**src/include/mfs_defs.svh**
```systemverilog
// constants of the run/freewheel sequencer and single-shunt current sampler
// assumes a 125 MHz sys_clk and a classic Wishbone master with 32-bit data
`ifndef MFS_DEFS_SVH
`define MFS_DEFS_SVH
`define MFS_ADDR_CTRL 8'h00
`define MFS_ADDR_COAST 8'h04
`define MFS_ADDR_STATUS 8'h08
`define MFS_ADDR_CURAB 8'h0c
`define MFS_ADDR_CURC 8'h10
`define MFS_ADDR_SAMPLE 8'h40
`define MFS_CTRL_START 0
`define MFS_CTRL_STOP 1
`define MFS_COAST_TICKS 16'd16000
`define MFS_SLOT_SHUNT1 4'd0
`define MFS_SLOT_SHUNT2 4'd1
`define MFS_SLOT_OFFSET 4'd2
`define MFS_SLOT_REFLOW 4'd3
`define MFS_SLOT_REFHIGH 4'd4
`define MFS_SLOT_BANDGAP 4'd5
`define MFS_SLOT_TEMPINV 4'd6
`define MFS_SLOT_TEMPMED 4'd7
`define MFS_SLOT_TEMPCTL 4'd8
`define MFS_SLOT_BUSVOLT 4'd9
`define MFS_NUM_SLOTS 10
`define MFS_NUM_SECTORS 6
`define MFS_VEC_BOTTOM 3'b000
`define MFS_VEC_TOP 3'b111
`define MFS_ZERO_MV 1650
`endif

```
**src/include/mfs_pkg.sv**
```systemverilog
// types of the run/freewheel sequencer and single-shunt current sampler
// assumes mfs_defs.svh is on the include path
package mfs_pkg;
    // fixed encoding: declaration order sets the code
    typedef enum logic [2:0] {
        ST_STOP,
        ST_ALIGN,
        ST_LOW,
        ST_MERGE,
        ST_HIGH,
        ST_FREE,
        ST_FAULT
    } mfs_state_type;
endpackage

```
**src/verilog/mfs_core.sv**
```systemverilog
// motor run/freewheel sequencer with single-shunt current rebuilding
// assumes tick, fault, sector and sample inputs come from logic on sys_clk
`include "mfs_defs.svh"
module mfs_core
    import mfs_pkg::*;
#(
    parameter int SAMPLE_W = 12,
    parameter logic [15:0] COAST_TICKS = `MFS_COAST_TICKS
)
(
    input wire logic sys_clk,
    input wire logic rst_n,
    input wire logic wb_cyc_i,
    input wire logic wb_stb_i,
    input wire logic wb_we_i,
    input wire logic [7:0] wb_adr_i,
    input wire logic [3:0] wb_sel_i,
    input wire logic [31:0] wb_dat_i,
    output logic [31:0] wb_dat_o,
    output logic wb_ack_o,
    input wire logic fastTick,
    input wire logic slowTick,
    input wire logic diagFault,
    input wire logic alignDone,
    input wire logic mergeReached,
    input wire logic highReached,
    input wire logic [2:0] activeSector,
    input wire logic [2:0] activeVector,
    input wire logic smpValid,
    input wire logic [SAMPLE_W-1:0] smpData,
    output logic pwmEnable,
    output logic calDrive50,
    output logic runCurrentCtrl,
    output logic runSpeedCtrl,
    output logic runEstimator,
    output logic runActuation,
    output logic diagFull,
    output logic diagBasic,
    output logic [3:0] slotIndex,
    output logic signed [SAMPLE_W+1:0] currentA,
    output logic signed [SAMPLE_W+1:0] currentB,
    output logic signed [SAMPLE_W+1:0] currentC
);
    if (SAMPLE_W < 8 || SAMPLE_W > 14)
    begin
        $error("SAMPLE_W must lie in 8..14");
    end

    localparam int CW = SAMPLE_W + 2;

    // ****************************************
    // state record
    // ****************************************
    typedef struct packed {
        mfs_state_type state;
        logic [15:0] coastCfg;
        logic [15:0] coast;
        logic [3:0] slot;
        logic [`MFS_NUM_SLOTS-1:0][SAMPLE_W-1:0] smp;
        logic [1:0][`MFS_NUM_SECTORS-1:0][CW-1:0] offs;
        logic [`MFS_NUM_SECTORS-1:0] calDone;
        logic [CW-1:0] curA;
        logic [CW-1:0] curB;
        logic [CW-1:0] curC;
        logic startReq;
        logic stopReq;
        logic actStrobe;
        logic ack;
        logic [31:0] rdata;
    } mfs_regs_type;

    mfs_regs_type r;
    mfs_regs_type next_r;
    logic rstMeta;
    logic rstSync;

    // ****************************************
    // helpers
    // ****************************************
    function automatic logic [2:0] sectorIdx(input logic [2:0] sec);
        sectorIdx = (sec >= 3'd1 && sec <= 3'd6) ? sec - 3'd1 : 3'd0;
    endfunction

    function automatic logic [CW-1:0] shuntCur(input logic [SAMPLE_W-1:0] s,
        input logic [SAMPLE_W-1:0] z, input logic [CW-1:0] o);
        shuntCur = CW'({2'b00, s}) - CW'({2'b00, z}) - o;
    endfunction

    // ****************************************
    // reset release
    // ****************************************
    always_ff @(posedge sys_clk or negedge rst_n)
    begin
        if (!rst_n)
        begin
            rstMeta <= 1'b0;
            rstSync <= 1'b0;
        end
        else
        begin
            rstMeta <= 1'b1;
            rstSync <= rstMeta;
        end
    end

    // ****************************************
    // next state
    // ****************************************
    logic busReq;
    logic [2:0] secI;
    logic [CW-1:0] i1;
    logic [CW-1:0] i2;
    logic speedState;

    always_comb
    begin
        next_r = r;
        busReq = wb_cyc_i && wb_stb_i && !r.ack;
        secI = sectorIdx(activeSector);
        speedState = (r.state == ST_LOW) || (r.state == ST_MERGE) || (r.state == ST_HIGH);
        // startup offset applies only in the speed states, by sector
        i1 = shuntCur(r.smp[`MFS_SLOT_SHUNT1], r.smp[`MFS_SLOT_OFFSET],
            speedState ? r.offs[0][secI] : '0);
        i2 = shuntCur(r.smp[`MFS_SLOT_SHUNT2], r.smp[`MFS_SLOT_OFFSET],
            speedState ? r.offs[1][secI] : '0);
        next_r.actStrobe = 1'b0;
        // sample stream, slot order fixed, period restarts on fast tick
        if (fastTick)
            next_r.slot = (smpValid) ? 4'd1 : 4'd0;
        else if (smpValid && r.slot < 4'(`MFS_NUM_SLOTS))
            next_r.slot = r.slot + 4'd1;
        if (smpValid && (fastTick || r.slot < 4'(`MFS_NUM_SLOTS)))
            next_r.smp[fastTick ? 4'd0 : r.slot] = smpData;
        // current rebuilding in every state
        if (fastTick)
        begin
            next_r.curA = i1;
            next_r.curB = i2;
            next_r.curC = CW'(-(i1 + i2));
        end
        // startup offsets recorded during alignment, once per sector, zero current expected
        if (fastTick && r.state == ST_ALIGN && activeVector != `MFS_VEC_BOTTOM && !r.calDone[secI])
        begin
            next_r.offs[0][secI] = shuntCur(r.smp[`MFS_SLOT_SHUNT1], r.smp[`MFS_SLOT_OFFSET], '0);
            next_r.offs[1][secI] = shuntCur(r.smp[`MFS_SLOT_SHUNT2], r.smp[`MFS_SLOT_OFFSET], '0);
            next_r.calDone[secI] = 1'b1;
        end
        // state machine, transitions only on the fast tick
        if (fastTick)
        begin
            if (r.state == ST_HIGH || r.state == ST_LOW || r.state == ST_MERGE || r.state == ST_ALIGN)
                next_r.actStrobe = 1'b1;
            if (diagFault && r.state != ST_FAULT)
            begin
                next_r.state = ST_FAULT;
                next_r.coast = '0;
                next_r.calDone = '0;
                next_r.startReq = 1'b0;
                next_r.stopReq = 1'b0;
            end
            else
            begin
                unique case (r.state)
                    ST_STOP:
                    begin
                        if (r.startReq)
                        begin
                            next_r.state = ST_ALIGN;
                            next_r.calDone = '0;
                        end
                    end
                    ST_ALIGN:
                    begin
                        if (r.stopReq)
                            next_r.state = ST_STOP;
                        else if (alignDone && (&r.calDone))
                            next_r.state = ST_LOW;
                    end
                    ST_LOW:
                    begin
                        if (r.stopReq)
                        begin
                            next_r.state = ST_FREE;
                            next_r.coast = r.coastCfg;
                        end
                        else if (mergeReached)
                            next_r.state = ST_MERGE;
                    end
                    ST_MERGE:
                    begin
                        if (r.stopReq)
                        begin
                            next_r.state = ST_FREE;
                            next_r.coast = r.coastCfg;
                        end
                        else if (highReached)
                            next_r.state = ST_HIGH;
                    end
                    ST_HIGH:
                    begin
                        if (r.stopReq)
                        begin
                            next_r.state = ST_FREE;
                            next_r.coast = r.coastCfg;
                        end
                    end
                    ST_FREE:
                    begin
                        if (r.coast <= 16'd1)
                        begin
                            next_r.state = ST_STOP;
                            next_r.coast = '0;
                            next_r.calDone = '0;
                        end
                        else
                            next_r.coast = r.coast - 16'd1;
                    end
                    ST_FAULT:
                    begin
                        if (!diagFault)
                            next_r.state = ST_STOP;
                    end
                endcase
                next_r.startReq = 1'b0;
                next_r.stopReq = 1'b0;
            end
        end
        // register bus
        next_r.ack = busReq;
        next_r.rdata = '0;
        if (wb_cyc_i && wb_stb_i && wb_we_i && r.ack)
        begin
            if (wb_adr_i == `MFS_ADDR_CTRL && wb_sel_i[0])
            begin
                if (wb_dat_i[`MFS_CTRL_START])
                    next_r.startReq = 1'b1;
                if (wb_dat_i[`MFS_CTRL_STOP])
                    next_r.stopReq = 1'b1;
            end
            if (wb_adr_i == `MFS_ADDR_COAST)
            begin
                if (wb_sel_i[0])
                    next_r.coastCfg[7:0] = wb_dat_i[7:0];
                if (wb_sel_i[1])
                    next_r.coastCfg[15:8] = wb_dat_i[15:8];
            end
        end
        if (busReq && !wb_we_i)
        begin
            if (wb_adr_i == `MFS_ADDR_COAST)
                next_r.rdata = {16'h0000, r.coastCfg};
            else if (wb_adr_i == `MFS_ADDR_STATUS)
                next_r.rdata = {7'h00, r.coast, r.calDone, r.state};
            else if (wb_adr_i == `MFS_ADDR_CURAB)
                next_r.rdata = {16'(signed'(r.curB)), 16'(signed'(r.curA))};
            else if (wb_adr_i == `MFS_ADDR_CURC)
                next_r.rdata = {16'h0000, 16'(signed'(r.curC))};
            else if (wb_adr_i >= `MFS_ADDR_SAMPLE && wb_adr_i < `MFS_ADDR_SAMPLE + 8'(4 * `MFS_NUM_SLOTS)
                && wb_adr_i[1:0] == 2'b00)
                next_r.rdata = 32'(r.smp[4'((wb_adr_i - `MFS_ADDR_SAMPLE) >> 2)]);
        end
    end

    // ****************************************
    // state register
    // ****************************************
    always_ff @(posedge sys_clk or negedge rstSync)
    begin
        if (!rstSync)
        begin
            r <= '0;
            r.state <= ST_STOP;
            r.coastCfg <= COAST_TICKS;
        end
        else
        begin
            r <= next_r;
        end
    end

    // ****************************************
    // outputs
    // ****************************************
    assign wb_ack_o = r.ack;
    assign wb_dat_o = r.rdata;
    assign pwmEnable = (r.state == ST_ALIGN || speedState) && !diagFault;
    assign calDrive50 = (r.state == ST_ALIGN) && !(&r.calDone);
    assign runCurrentCtrl = speedState && (fastTick || slowTick);
    assign runSpeedCtrl = (r.state == ST_HIGH) && slowTick;
    assign runEstimator = (r.state != ST_STOP && r.state != ST_FREE && r.state != ST_FAULT) && fastTick;
    assign runActuation = r.actStrobe;
    assign diagFull = (r.state == ST_HIGH);
    assign diagBasic = 1'b1;
    assign slotIndex = r.slot;
    assign currentA = signed'(r.curA);
    assign currentB = signed'(r.curB);
    assign currentC = signed'(r.curC);
endmodule
```
**config.mk**
```make
export PLATFORM = sky130hd
export DESIGN_NAME = mfs_core
export DESIGN_NICKNAME = d
export VERILOG_FILES = /design/src/include/mfs_pkg.sv /design/src/verilog/mfs_core.sv
export VERILOG_INCLUDE_DIRS = /design/src /design/src/include
export SDC_FILE = /design/constraint.sdc
export NUM_CORES = 1
export LEC_CHECK = 0
export ABC_CLOCK_PERIOD_IN_PS = 13860
export BUFFER_PORTS_ARGS = -buffer_cell sky130_fd_sc_hd__buf_2
export CORE_MARGIN = 1.5
export CORE_UTILIZATION = 33
export CTS_CLUSTER_DIAMETER = 30
export DETAILED_ROUTE_END_ITERATION = 10
export GPL_TIMING_DRIVEN = 0
export MAX_ROUTING_LAYER = met4
export PLACE_DENSITY_LB_ADDON = 0.08
export SLEW_MARGIN = 20
export SYNTH_ARGS = -nofsm -noshare
export SYNTH_HDL_FRONTEND = slang
export SYNTH_SLANG_ARGS = --single-unit
```
**constraint.sdc**
```tcl
create_clock -name sys_clk -period 13.86 [get_ports sys_clk]
set_input_delay 1.386 -clock sys_clk [delete_from_list [all_inputs] [get_ports sys_clk]]
set_output_delay 1.386 -clock sys_clk [all_outputs]
set_load 0.01 [all_outputs]
```
==> out/results.ini <==
[critical_path]
r2r_slack_ns=7.15
cp.required_ns=14.44
path_buf_inv=6
cp_max_fo=10
slowest_stage=nand3b_1
crit_path_start_kind=primary input
crit_cells=28
cpPeakStageDelay_ns=0.60
criticalPathCategory=in2reg
r2r-end=currentC[13]
reg2regPathDepth=23
critPathLaunch=activeSector[0]
cp-end-kind=register
worst_path_most_repeated_cell=ha_1
critPathTopFamily=simple AND/OR/NAND/NOR gates
timing.rr.start=r[408]
arrival_ns=8.69

[clocking]
postCtsHoldBufs=0
clk_latency_ns=0.65
cts_root_buf=clkbuf_16
clk_pin_slew_ns=0.04
cts_tree=built
htree_num_levels=3
cts_made_buffers=109
clock-sinks=399
postCtsSetupBuffers=0
cts_buffer_depth=3
cts_resized=0

[pwr]
sw_frac_of_total=0.3959
p_per_area_nw_per_um2=316.3
p_leak_nw=12.87
p_int_mw=5.268
finalPower_mw=8.720
netSwitchingPower_mw=3.452
pwr-share-clk=0.312
irDropWorstVdd_v=0.0002982
power_frac_comb=0.492
p_seq_frac=0.196

[logic_synthesis]
async_flop_share=1.000
syn_avg_cell_area_sq_um=10.71
syn_inst=2017
synth_most_common_cell=dfrtp_1
synth_ff_type=dfrtp_1
synth-edff-count=0
synth_top_cell_by_area=dfrtp_1
yosysTopAreaCellShare=0.4554
synth_common_cells=dfrtp_1 (393), mux2_2 (184), o21ai_0 (170)
synth_area_sq_um=21600
yosysUniqueCellTypes=77
ys_warn_count=0
seq_area_frac_synth=0.4627
ys_seq_elements=399
synth.area.top_cells=dfrtp_1 (46%), mux2_2 (9.6%), ha_1 (4.7%)

[floorplanning]
dieArea_sq_um=66990
dieHeight_um=258.8
start_util=0.3344
die_x_um=258.8
row_count=93
io_pins=161
coreArea_sq_um=64580

[layout]
register_area_sq_um=9996
fill_cells=6230
final_nets=2423
syn2layout_area_growth_pct=27.67
drive_gt1_frac=0.2831
multi_input_area_sq_um=10260
post-route-util=0.4269

[grt]
grt_util_met3=0.04441
antenna_found_initial=5
grt_pass1_wl_um=106400
grt_max_degree=54
gr-usage-met1=0.2847
met2_usage=0.3357
grt_overflow=0
grt-busiest-layer=met2
grt.total_usage=0.2172
grt_pass1_vias=17180

[routing]
ant_nets=0
first_pass_iters=5
routed_wl_um=69620
drc=0
drt_first_iter_violations=1043
vias=16520
wl_per_cell_um=21.65
via_per_inst=5.137

[placed_design]
numPortBuffers=126
pre_cts_slack_ns=5.046
dpl.hpwl_um=52610
gp_congestion=0.8730

[timing]
hold_ws_ns=0.3503
fin_ws_ns=5.749
finalCritPeriodShare=0.5852
tightest_slew_ns=1.092
slew_headroom=0.2718
rsz0062_at_grt=no
period_minus_slack_ns=8.112
slew_violations=0
setup_viol=0
finalHoldViolCount=0
max_freq_mhz=123.3
skew_ns=0.02389

[hold_path]
hold_start=rstMeta
hp-class=reg2reg
hold_path_end=rstSync
worstHoldPathCells=0

[run_status]
outcome=complete, no violations

[run]
maxCapViolCount=0

[logic make-up after synthesis]
| group | after synthesis | synth area share |
|---|---|---|
| muxes | 306 | 0.1717 |
| xor gates and xnor gates | 56 | 0.02271 |
| buffers and inverters | 264 | 0.06361 |
| other | 1 | 0.0001736 |
| adders and majority gates | 86 | 0.05156 |
| and+or+nand+nor | 429 | 0.09513 |
| DFF | 399 | 0.4627 |
| AOI/OAI and AO/OA | 476 | 0.1324 |
[flip-flops by register name, indices dropped and copies added (netlist names)]
name and flops:
slotIndex 4, wb_dat_o 30, currentA 14, rstSync 1, currentC 14, runActuation 1
r 319, wb_ack_o 1, rstMeta 1, currentB 14
[worst max path at each step]
stage	end	slack [ns]
floorplan	currentA[0]	1.93
global placement	r[406]	-3.38
detailed placement	currentC[13]	5.05
CTS	currentC[13]	5.70
global route	currentC[13]	5.20
finish	currentC[13]	5.75
[worst register-to-register path: cells and delay by family (launching register included)]
kind / cells / cell delay, ns
compound gates: 7 / 1.91
xor+xnor: 1 / 0.16
fa+ha+maj: 4 / 1.20
buf+inv: 4 / 0.95
flops: 1 / 0.36
simple gates: 7 / 2.03
[routing by layer]
layer  share of wire  wire [um]
met5               0          0
met2            0.47      32480
met1            0.46      32160
met3           0.048       3331
met4           0.024       1650
[power groups by stage]
stage          registers (mW)  logic, mW  clock network, mW
3_3_place_gp             1.74       4.20                  0
2_1_floorplan            1.65       3.11                  0
3_5_place_dp             1.73       4.30                  0
5_1_grt                  1.75       4.78               2.84
6_report                 1.71       4.29               2.72
4_1_cts                  1.71       4.33               2.76
[stage by stage]
stage	cell area, sq um	setup TNS (ns)	instances
after floorplan	21600	0	2018
after global placement	23300	-1294.22	2999
after detailed placement	23530	0	3007
after CTS	27550	0	3211
after global routing	27570	0	3215
final	27570	0	3215
[cell usage in the layout, fill, tap and decap left out, types with 12 or more instances in the layout]
cell,synthesis,routed
nor2b_1,20,20
buf_1,23,23
nor3_1,26,23
nand3_1,13,13
o21a_1,20,20
mux4_2,24,24
clkbuf_16,0,110
o221ai_1,26,26
inv_1,68,68
bufinv_16,0,23
or3_1,35,35
buf_4,81,81
dfrtp_1,393,392
ha_1,81,81
clkbuf_1,69,84
a21oi_1,116,116
mux2_1,63,63
nand2_1,159,159
xnor2_1,31,29
and3_1,15,15
clkinv_2,0,25
o21ai_1,13,13
o21ai_0,170,170
xor2_1,25,25
nor4_1,12,12
clkbuf_8,0,17
a22oi_1,32,32
o22ai_1,31,31
mux2i_1,28,28
nor2_1,100,100
buf_2,14,140
mux2_2,184,184
[final cells by class]
class                   count  share of cell area
clock inverters            62             0.03553
flip-flops and latches    399              0.3625
diodes                      4           0.0003630
repair buffers            134             0.03031
multi-input cells        1355              0.3723
well taps                 855             0.03880
plain buffers             196             0.04057
clock buffers             142              0.1104
inverters                  68            0.009258
Note: power is estimated with default switching activity, not from simulation.
